==> config.mk <==
export PLATFORM = sky130hd
export DESIGN_NAME = tim_int_mask
export DESIGN_NICKNAME = d
export VERILOG_FILES = /design/src/hw/tim_pkg.sv /design/src/hw/tim_int_mask.sv
export VERILOG_INCLUDE_DIRS = /design/src /design/src/hw
export SDC_FILE = /design/constraint.sdc
export NUM_CORES = 1
export LEC_CHECK = 0
export CAP_MARGIN = 30
export CELL_PAD_IN_SITES_DETAIL_PLACEMENT = 0
export CELL_PAD_IN_SITES_GLOBAL_PLACEMENT = 2
export CORE_MARGIN = 2
export CORE_UTILIZATION = 36
export CTS_CLUSTER_DIAMETER = 50
export DETAILED_ROUTE_END_ITERATION = 7
export DONT_BUFFER_PORTS = 1
export GPL_ROUTABILITY_DRIVEN = 0
export HOLD_SLACK_MARGIN = 0.1
export PLACE_DENSITY_LB_ADDON = 0.1
export SLEW_MARGIN = 20
export SYNTH_ARGS = -nofsm -noshare
export SYNTH_HDL_FRONTEND = slang
export SYNTH_SLANG_ARGS = --single-unit
==> constraint.sdc <==
create_clock -name pclk -period 3.7 [get_ports pclk]
set_clock_uncertainty 0.15 [all_clocks]
set_input_delay 0.37 -clock pclk [delete_from_list [all_inputs] [get_ports pclk]]
set_output_delay 0.37 -clock pclk [all_outputs]
set_load 0.1 [all_outputs]
==> src/hw/tim_consts.svh <==
// constants of the timer interrupt mask block: offsets, field positions, resets
// assumes a 32-bit apb register map, one aligned word per register
`ifndef TIM_CONSTS_SVH
`define TIM_CONSTS_SVH

`define TIM_ADDR_W          12
`define TIM_OFF_MASK        12'h018
`define TIM_OFF_RAW         12'h01C
`define TIM_OFF_MIS         12'h020
`define TIM_OFF_CLR         12'h024

`define TIM_BIT_TA_TO       0
`define TIM_BIT_CA_MATCH    1
`define TIM_BIT_CA_EVENT    2
`define TIM_BIT_RTC         3
`define TIM_BIT_TB_TO       8
`define TIM_BIT_CB_MATCH    9

// writable enable bits: 9:8 and 3:0, reserved 7:4 and 31:10 read zero
`define TIM_IMPL_MASK       32'h0000_030F
`define TIM_RESET_VAL       32'h0000_0000
`define TIM_NUM_EVT         6

`endif

==> src/hw/tim_pkg.sv <==
// types of the timer interrupt mask block
// assumes tim_consts.svh defines the event count
`include "tim_consts.svh"

package tim_pkg;

    // one pulse per timer event source
    typedef struct packed {
        logic cb_match;
        logic tb_timeout;
        logic rtc_match;
        logic ca_event;
        logic ca_match;
        logic ta_timeout;
    } tim_evt_t;

    typedef struct packed {
        logic        psel;
        logic        penable;
        logic        pwrite;
        logic [11:0] paddr;
        logic [31:0] pwdata;
    } tim_apb_req_t;

endpackage : tim_pkg

==> src/hw/tim_int_mask.sv <==
// timer interrupt enable mask, raw/masked status and clear, on an apb slave
// assumes event pulses come from logic on pclk; one pclk domain throughout
`timescale 1ns/100ps
`include "tim_consts.svh"

// Overview of operation
// bit 9 of the mask register enables the capture b match interrupt, reset 0.
// bit 3 of the mask register enables the rtc match interrupt, reset 0.
// bit 2 of the mask register enables the capture a event interrupt, reset 0.
// bit 1 of the mask register enables the capture a match interrupt, reset 0.
// bit 0 of the mask register enables the timer a time-out interrupt, reset 0.
// bits 7 to 4 of the mask register are reserved, read zero and ignore writes.
// bit 8 of the mask register enables the timer b time-out interrupt, reset 0.
// a raw status bit sets on its event whatever the mask holds.
// a masked status bit is the and of raw status and its enable.
// writing one to a clear register bit clears that raw status bit; zero does nothing.
module tim_int_mask
    import tim_pkg::*;
(
    // apb slave
    input  wire logic                   pclk,
    input  wire logic                   presetn,
    input  wire tim_apb_req_t           apb_req,
    output logic [31:0]                 prdata,
    output logic                        pready,
    output logic                        pslverr,
    // timer events, one-cycle pulses
    input  wire tim_evt_t               evt,
    // controller-level interrupt
    output logic                        irq
);

    logic [31:0] mask_reg;
    logic [31:0] raw_reg;
    logic [31:0] evt_word;
    logic        wr_en;
    logic        rd_en;
    logic        setup;
    logic        clr_wr;
    logic [31:0] clr_bits;
    logic [31:0] rdata_next;
    logic        err_next;

    function automatic logic [31:0] evt_to_word(input tim_evt_t e);
        logic [31:0] w;
        w = 32'h0000_0000;
        w[`TIM_BIT_TA_TO]    = e.ta_timeout;
        w[`TIM_BIT_CA_MATCH] = e.ca_match;
        w[`TIM_BIT_CA_EVENT] = e.ca_event;
        w[`TIM_BIT_RTC]      = e.rtc_match;
        w[`TIM_BIT_TB_TO]    = e.tb_timeout;
        w[`TIM_BIT_CB_MATCH] = e.cb_match;
        return w;
    endfunction : evt_to_word

    function automatic logic addr_known(input logic [11:0] a);
        return (a == `TIM_OFF_MASK) || (a == `TIM_OFF_RAW) ||
               (a == `TIM_OFF_MIS)  || (a == `TIM_OFF_CLR);
    endfunction : addr_known

    assign evt_word = evt_to_word(evt);
    // answer with no wait state: pready rises in the first access cycle
    assign setup    = apb_req.psel && !apb_req.penable;
    assign wr_en    = apb_req.psel && apb_req.penable && pready && apb_req.pwrite;
    assign rd_en    = apb_req.psel && apb_req.penable && pready && !apb_req.pwrite;
    assign clr_wr   = wr_en && (apb_req.paddr == `TIM_OFF_CLR);
    assign clr_bits = clr_wr ? (apb_req.pwdata & `TIM_IMPL_MASK) : 32'h0000_0000;

    // pready registered: high for exactly the first access cycle
    always_ff @(posedge pclk or negedge presetn)
    begin
        if (!presetn)
            pready <= 1'b0;
        else
            pready <= setup;
    end

    // mask bit writes
    // only implemented enables store
    // reserved bits never store
    always_ff @(posedge pclk or negedge presetn)
    begin
        if (!presetn)
            mask_reg <= `TIM_RESET_VAL;
        else if (wr_en && apb_req.paddr == `TIM_OFF_MASK)
            mask_reg <= apb_req.pwdata & `TIM_IMPL_MASK;
    end

    // raw set ignores mask
    // clear by one, set wins
    always_ff @(posedge pclk or negedge presetn)
    begin
        if (!presetn)
            raw_reg <= `TIM_RESET_VAL;
        else
            raw_reg <= (raw_reg & ~clr_bits) | evt_word;
    end

    always_comb
    begin
        rdata_next = 32'h0000_0000;
        err_next   = 1'b0;
        if (setup && !apb_req.pwrite)
        begin
            unique case (apb_req.paddr)
                `TIM_OFF_MASK: rdata_next = mask_reg;
                `TIM_OFF_RAW:  rdata_next = raw_reg;
                // masked status read
                `TIM_OFF_MIS:  rdata_next = raw_reg & mask_reg;
                default:       rdata_next = 32'h0000_0000;
            endcase
        end
        // unmapped address answers with an error, write ignored
        if (setup && !addr_known(apb_req.paddr))
            err_next = 1'b1;
    end

    // read data captured at setup, held through the access cycle
    always_ff @(posedge pclk or negedge presetn)
    begin
        if (!presetn)
        begin
            prdata  <= 32'h0000_0000;
            pslverr <= 1'b0;
        end
        else if (setup)
        begin
            prdata  <= rdata_next;
            pslverr <= err_next;
        end
        else if (pready)
        begin
            prdata  <= 32'h0000_0000;
            pslverr <= 1'b0;
        end
    end

    // interrupt from masked status
    always_ff @(posedge pclk or negedge presetn)
    begin
        if (!presetn)
            irq <= 1'b0;
        else
            irq <= |(((raw_reg & ~clr_bits) | evt_word) & mask_reg);
    end
endmodule : tim_int_mask

# After elaboration in Yosys (flattened, before gate mapping)
# Cells that the tools add are included.
totals:
  register_bits: 73
  input_bits: 55
  output_inout_bits: 35
  elab_cells: 39
op_classes:
  eq_ne: 4
  muxes: 8
  bitwise: 5
  reduce_logical: 16
op_table:
  columns: ["cell", "n"]
  rows:
  - ["32-bit two-way mux", 3]
  - ["32-bit one-hot mux with 3 select lines", 1]
  - ["32-bit by 10-bit bitwise AND with 32-bit output", 2]
  - ["32-bit bitwise AND", 1]
  - ["10-bit inverter with 32-bit output", 1]
  - ["32-bit by 10-bit OR with 32-bit output", 1]
  - ["32-bit OR reduction", 1]
  - ["12-bit by 5-bit == test with 1-bit output, second input constant", 2]
  - ["12-bit by 6-bit == test with 1-bit output, second input constant", 2]
  - ["10-bit two-way mux", 1]
  - ["1-bit logical AND", 8]
  - ["1-bit logical NOT", 3]
  - ["1-bit logical OR", 3]
  - ["1-bit two-way mux", 3]
  - ["2-bit nonzero test", 1]

# Longest topological paths before layout
logic_depth:
  depth_word: 10
  depth_mapped: 5
  depth_no_buf: 5

# Worst setup path after synthesis
# No wires, ideal clock.
synth_timing:
  path_type: "flip-flop to flip-flop"
  startpoint: "register pready"
  endpoint: "register irq"
  setup_time_ns: 0.124
  arrival_ns: 2.236
  t_required_ns: 3.426
  setup_slack_ns: 1.190
  stages_incl_launch_ff: 6
  n_path_buf: 0
  period_less_slack_ns: 2.510
  cell_sequence: "dfrtp_1 -> nand4_1 -> nor4_4 -> a31oi_1 -> a211o_1 -> a211o_1"
synth_via:
  elab_chain_cells: 9
synth_lines:
  columns: ["item", "line_no", "source"]
  rows:
  - ["start: declaration", "tim_int_mask.sv:25", "output logic pready,"]
  - ["start signal: assignment", "tim_int_mask.sv:75", "pready <= setup;"]
  - ["1-bit logical AND", null, null]
  - ["1-bit logical AND", "tim_int_mask.sv:64", "assign wr_en = apb_req.psel && apb_req.penable && pready && apb_req.pwrite;"]
  - ["1-bit logical AND", "tim_int_mask.sv:66", "assign clr_wr = wr_en && (apb_req.paddr == `TIM_OFF_CLR);"]
  - ["10-bit two-way mux", "tim_int_mask.sv:67", "assign clr_bits = clr_wr ? (apb_req.pwdata & `TIM_IMPL_MASK) : 32'h0000_0000;"]
  - ["10-bit inverter with 32-bit output", "tim_int_mask.sv:144", "irq <= |(((raw_reg & ~clr_bits) | evt_word) & mask_reg);"]
  - ["32-bit bitwise AND", "tim_int_mask.sv:144", null]
  - ["32-bit by 10-bit OR with 32-bit output", "tim_int_mask.sv:144", null]
  - ["32-bit by 10-bit bitwise AND with 32-bit output", "tim_int_mask.sv:144", null]
  - ["32-bit OR reduction", "tim_int_mask.sv:144", null]
  - ["end signal: assignment", "tim_int_mask.sv:144", null]
  - ["end: declaration", "tim_int_mask.sv:30", "output logic irq"]
# Every way passes these cells.
# A chain may end at the register's enable or synchronous reset.

# Final worst setup path
layout_timing:
  startpoint: "input apb_req[33] (netlist bit)"
  endpoint: "register raw_reg[9]"
layout_via:
  elab_chain_cells: 6
layout_lines:
  columns: ["item", "line_no", "source"]
  rows:
  - ["start: declaration", "tim_int_mask.sv:23", "input wire tim_apb_req_t apb_req,"]
  - ["12-bit by 6-bit == test with 1-bit output (no line)", null, null]
  - ["1-bit logical AND", "tim_int_mask.sv:66", null]
  - ["10-bit two-way mux", "tim_int_mask.sv:67", null]
  - ["10-bit inverter with 32-bit output", "tim_int_mask.sv:96", "raw_reg <= (raw_reg & ~clr_bits) | evt_word;"]
  - ["32-bit bitwise AND", "tim_int_mask.sv:96", null]
  - ["32-bit by 10-bit OR with 32-bit output", "tim_int_mask.sv:96", null]
  - ["end signal: assignment", "tim_int_mask.sv:94", "raw_reg <= `TIM_RESET_VAL;"]
  - ["end signal: assignment", "tim_int_mask.sv:96", null]
  - ["end: declaration", "tim_int_mask.sv:34", "logic [31:0] raw_reg;"]
# Every way passes these cells.

==> flow_metrics.env <==
export IMPL_synth_seq_area_share_pct=41.4
export IMPL_io_buffer_count=0
export IMPL_wl_microns=2630
export IMPL_numCtsBuffers=3
export IMPL_final_period_utilization_pct=64.6
export IMPL_share_comb_of_total_power_pct=29.3
export IMPL_die_w_microns=63.4
export IMPL_synth_lib_cells_used_distinct=31
export IMPL_postSynth_asyncResetShare_pct=100
export IMPL_placed_cell_area_sq_mm=0.00122
export IMPL_setup_violations=0
export IMPL_p_sw_share_pct=42.6
export IMPL_post_dp_hpwl_microns=1900
export IMPL_vias=898
export IMPL_worst_r2r_path_depth=5
export IMPL_setup_worst_path_start="apb_req[33]"
export IMPL_critPathMaxFanout=8
export IMPL_worstSetupStartpointType="input port"
export IMPL_synthesis_to_layout_area_growth_pct=11.8
export IMPL_hold_buffers=16
export IMPL_syn_instance_count=122
export IMPL_drv_max_cap_violation_count=0
export IMPL_drc=0
export IMPL_grt_busiest_layer="met2"
export IMPL_tritoncts="done"
export IMPL_r2r_slack_ns=1.47
export IMPL_number_of_global_route_vias_before_repair=878
export IMPL_starting_utilization_of_the_core_area_pct=37.7
export IMPL_diodes=0
export IMPL_tightestPinTransition_ns=0.934
export IMPL_die_h_microns=63.4
export IMPL_rsz0062_at_grt="no"
export IMPL_globalRouteMet3Util_pct=3.93
export IMPL_critical_path_class="in -> reg"
export IMPL_fin_tns_setup_ns=0
export IMPL_ctsResizeCount=0
export IMPL_max_clock_freq_mhz=418
export IMPL_power_switching_uw=213
export IMPL_worstSetupEndpoint="raw_reg[9]"
export IMPL_worst_slew_margin_rel_pct=37.7
export IMPL_final_hold_viol_count=0
export IMPL_synth_area_leaders="sky130_fd_sc_hd__dfrtp_1, sky130_fd_sc_hd__buf_4, sky130_fd_sc_hd__mux2_4, sky130_fd_sc_hd__a221o_1, sky130_fd_sc_hd__nand2_1"
export IMPL_globalRouteTotalUtil_pct=14.0
export IMPL_htree_levels=1
export IMPL_clkTransAtPathRegs_ns=0.12
export IMPL_dieArea_sq_mm=0.00402
export IMPL_ys_seq_elements=21
export IMPL_final_min_period_ns=2.39
export IMPL_grt_antenna_before_repair=0
export IMPL_globalRoute_totalOverflow=0
export IMPL_wp_data_required_ns=3.75
export IMPL_cellInternalPower_uw=287
export IMPL_number_of_vias_per_cell=4.78
export IMPL_worst_ep_arrival_time_ns=2.44
export IMPL_hold_crit_path_type="in -> reg"
export IMPL_postCtsSetupBuffers=0
export IMPL_worst_skew_pair_late_latency_ns=0.30
export IMPL_timing_final_max_slew_violations=0
export IMPL_global_route_usage_met1_pct=18.2
export IMPL_power_frac_seq_pct=48.3
export IMPL_first_pass_grt_wire_length_microns=4240
export IMPL_share_clk_of_total_power_pct=22.4
export IMPL_critical_path_slowest_cell="sky130_fd_sc_hd__nor4_4"
export IMPL_p_per_area_mw_per_mm2=352
export IMPL_dr_pass1_iters=4
export IMPL_ir_worst_vdd_mv=0.213
export IMPL_cts_buffer_depth=2
export IMPL_design_area_sq_mm=0.00142
export IMPL_power_static_leakage_nw=0.651
export IMPL_layout_drive_gt1_share_pct=12.0
export IMPL_wire_per_inst_microns=14.0
export IMPL_grt_met2_usage_pct=21.6
export IMPL_postSynth_topFlopCell="sky130_fd_sc_hd__dfrtp_1"
export IMPL_delay_contributed_by_the_slowest_stage_of_the_critical_path_ns=0.62
export IMPL_final_net_count=198
export IMPL_drtAntennaViolNets=0
export IMPL_top_level_ports=90
export IMPL_floorplan_rows=21
export IMPL_ys_warn_count=0
export IMPL_grt_max_degree=22
export IMPL_kind_of_end_point_of_the_critical_path="flop"
export IMPL_clockRootBuffer="sky130_fd_sc_hd__clkbuf_4"
export IMPL_clock_sink_count=21
export IMPL_drt_initial_drc_count=89
export IMPL_core_area_sq_mm=0.00336
export IMPL_netlist_top_cell_by_area="sky130_fd_sc_hd__dfrtp_1"
export IMPL_path_cells="or4_4 > nor4_4 > nand2_1 > a21o_1 > dlygate4sd3_1"
export IMPL_outcome="finished clean"
export IMPL_worst_r2r_endpoint="raw_reg[9]"
export IMPL_synthesis_area_per_instance_sq_um=10.4
export IMPL_synth_top_area_share_pct=41.4
export IMPL_synth_enable_flop_cells=0
export IMPL_critical_path_reg2reg_startpoint="pready"
export IMPL_synth_cell_area_sq_mm=0.00127
worst min path at each step:
stage                           start       to  slack [ns]  cells after the start
after global routing      apb_req[46]   pready        0.13                      2
after detailed placement      presetn  pslverr       -0.08                      0
after CTS                 apb_req[46]   pready        0.11                      2
after floorplan               presetn      irq       -0.08                      0
final                     apb_req[46]   pready        0.12                      2
after global placement        presetn  pslverr       -0.07                      0
routing by layer:
metal	routed length [microns]	part of all wire, %
met5	0	0
met4	56	2.1
met3	216	8.2
met2	1230	47
met1	1130	43
synth_stat cells, types with 2 or more instances:
cell,number
sky130_fd_sc_hd__mux2_4,6
sky130_fd_sc_hd__nor2_1,6
sky130_fd_sc_hd__buf_4,26
sky130_fd_sc_hd__a31oi_1,5
sky130_fd_sc_hd__nand2_1,13
sky130_fd_sc_hd__or4_4,2
sky130_fd_sc_hd__a211o_1,2
sky130_fd_sc_hd__nand3b_1,2
sky130_fd_sc_hd__a21boi_0,5
sky130_fd_sc_hd__inv_1,6
sky130_fd_sc_hd__o21ai_0,4
sky130_fd_sc_hd__or3_1,2
sky130_fd_sc_hd__dfrtp_1,21
sky130_fd_sc_hd__a221o_1,5
cells in the final DEF (no fill, tap or decap), types with 5 or more instances in the layout:
| master | n |
|---|---|
| sky130_fd_sc_hd__a31oi_1 | 5 |
| sky130_fd_sc_hd__conb_1 | 26 |
| sky130_fd_sc_hd__inv_1 | 6 |
| sky130_fd_sc_hd__nand2_1 | 13 |
| sky130_fd_sc_hd__dfrtp_1 | 21 |
| sky130_fd_sc_hd__a21boi_0 | 5 |
| sky130_fd_sc_hd__mux2_4 | 6 |
| sky130_fd_sc_hd__nor2_1 | 6 |
| sky130_fd_sc_hd__dlygate4sd3_1 | 16 |
| sky130_fd_sc_hd__a221o_1 | 5 |
cell type report:
type | instances | area, sq um
Sequential cell | 21 | 526
Clock buffer | 4 | 26.3
Timing Repair Buffer | 18 | 179
Multi-Input combinational cell | 93 | 608
Fill cell | 368 | 1940
Inverter | 6 | 22.5
Tap cell | 46 | 57.6
cells by family (layout without fill, tap and decap cells):
kind of cell | count (synthesis) | count (layout) | synth area share [%]
other cells | 1 | 26 | 0.296
flops | 21 | 21 | 41.4
compound gates | 27 | 27 | 17.3
simple gates | 34 | 34 | 15.9
buf+inv | 33 | 28 | 18.0
mux | 6 | 6 | 7.10
through the flow:
stage	hold slack, ns	utilization [%]	cells	setup slack, ns	power [mW]
2_1_floorplan	-0.0756	-	147	1.19	0.396
3_3_place_gp	-0.0749	36.3	167	1.10	0.377
3_5_place_dp	-0.0751	36.3	167	1.05	0.378
4_1_cts	0.108	41.9	187	1.32	0.506
5_1_grt	0.133	42.2	188	1.22	0.519
6_report	0.120	42.2	188	1.31	0.500
power groups by stage:
| stage | logic (mW) | clock network, mW | registers (mW) |
|---|---|---|---|
| floorplan | 0.146 | 0 | 0.250 |
| global placement | 0.131 | 0 | 0.246 |
| detailed placement | 0.132 | 0 | 0.246 |
| CTS | 0.145 | 0.119 | 0.241 |
| global route | 0.151 | 0.127 | 0.242 |
| finish | 0.146 | 0.112 | 0.241 |
critical path: cells and delay by family:
family                 cells  cell delay (ns)
buffers and inverters      1             0.55
and+or+nand+nor            3             1.32
AOI/OAI and AO/OA          1             0.21
(Power assumes the default switching activity.)
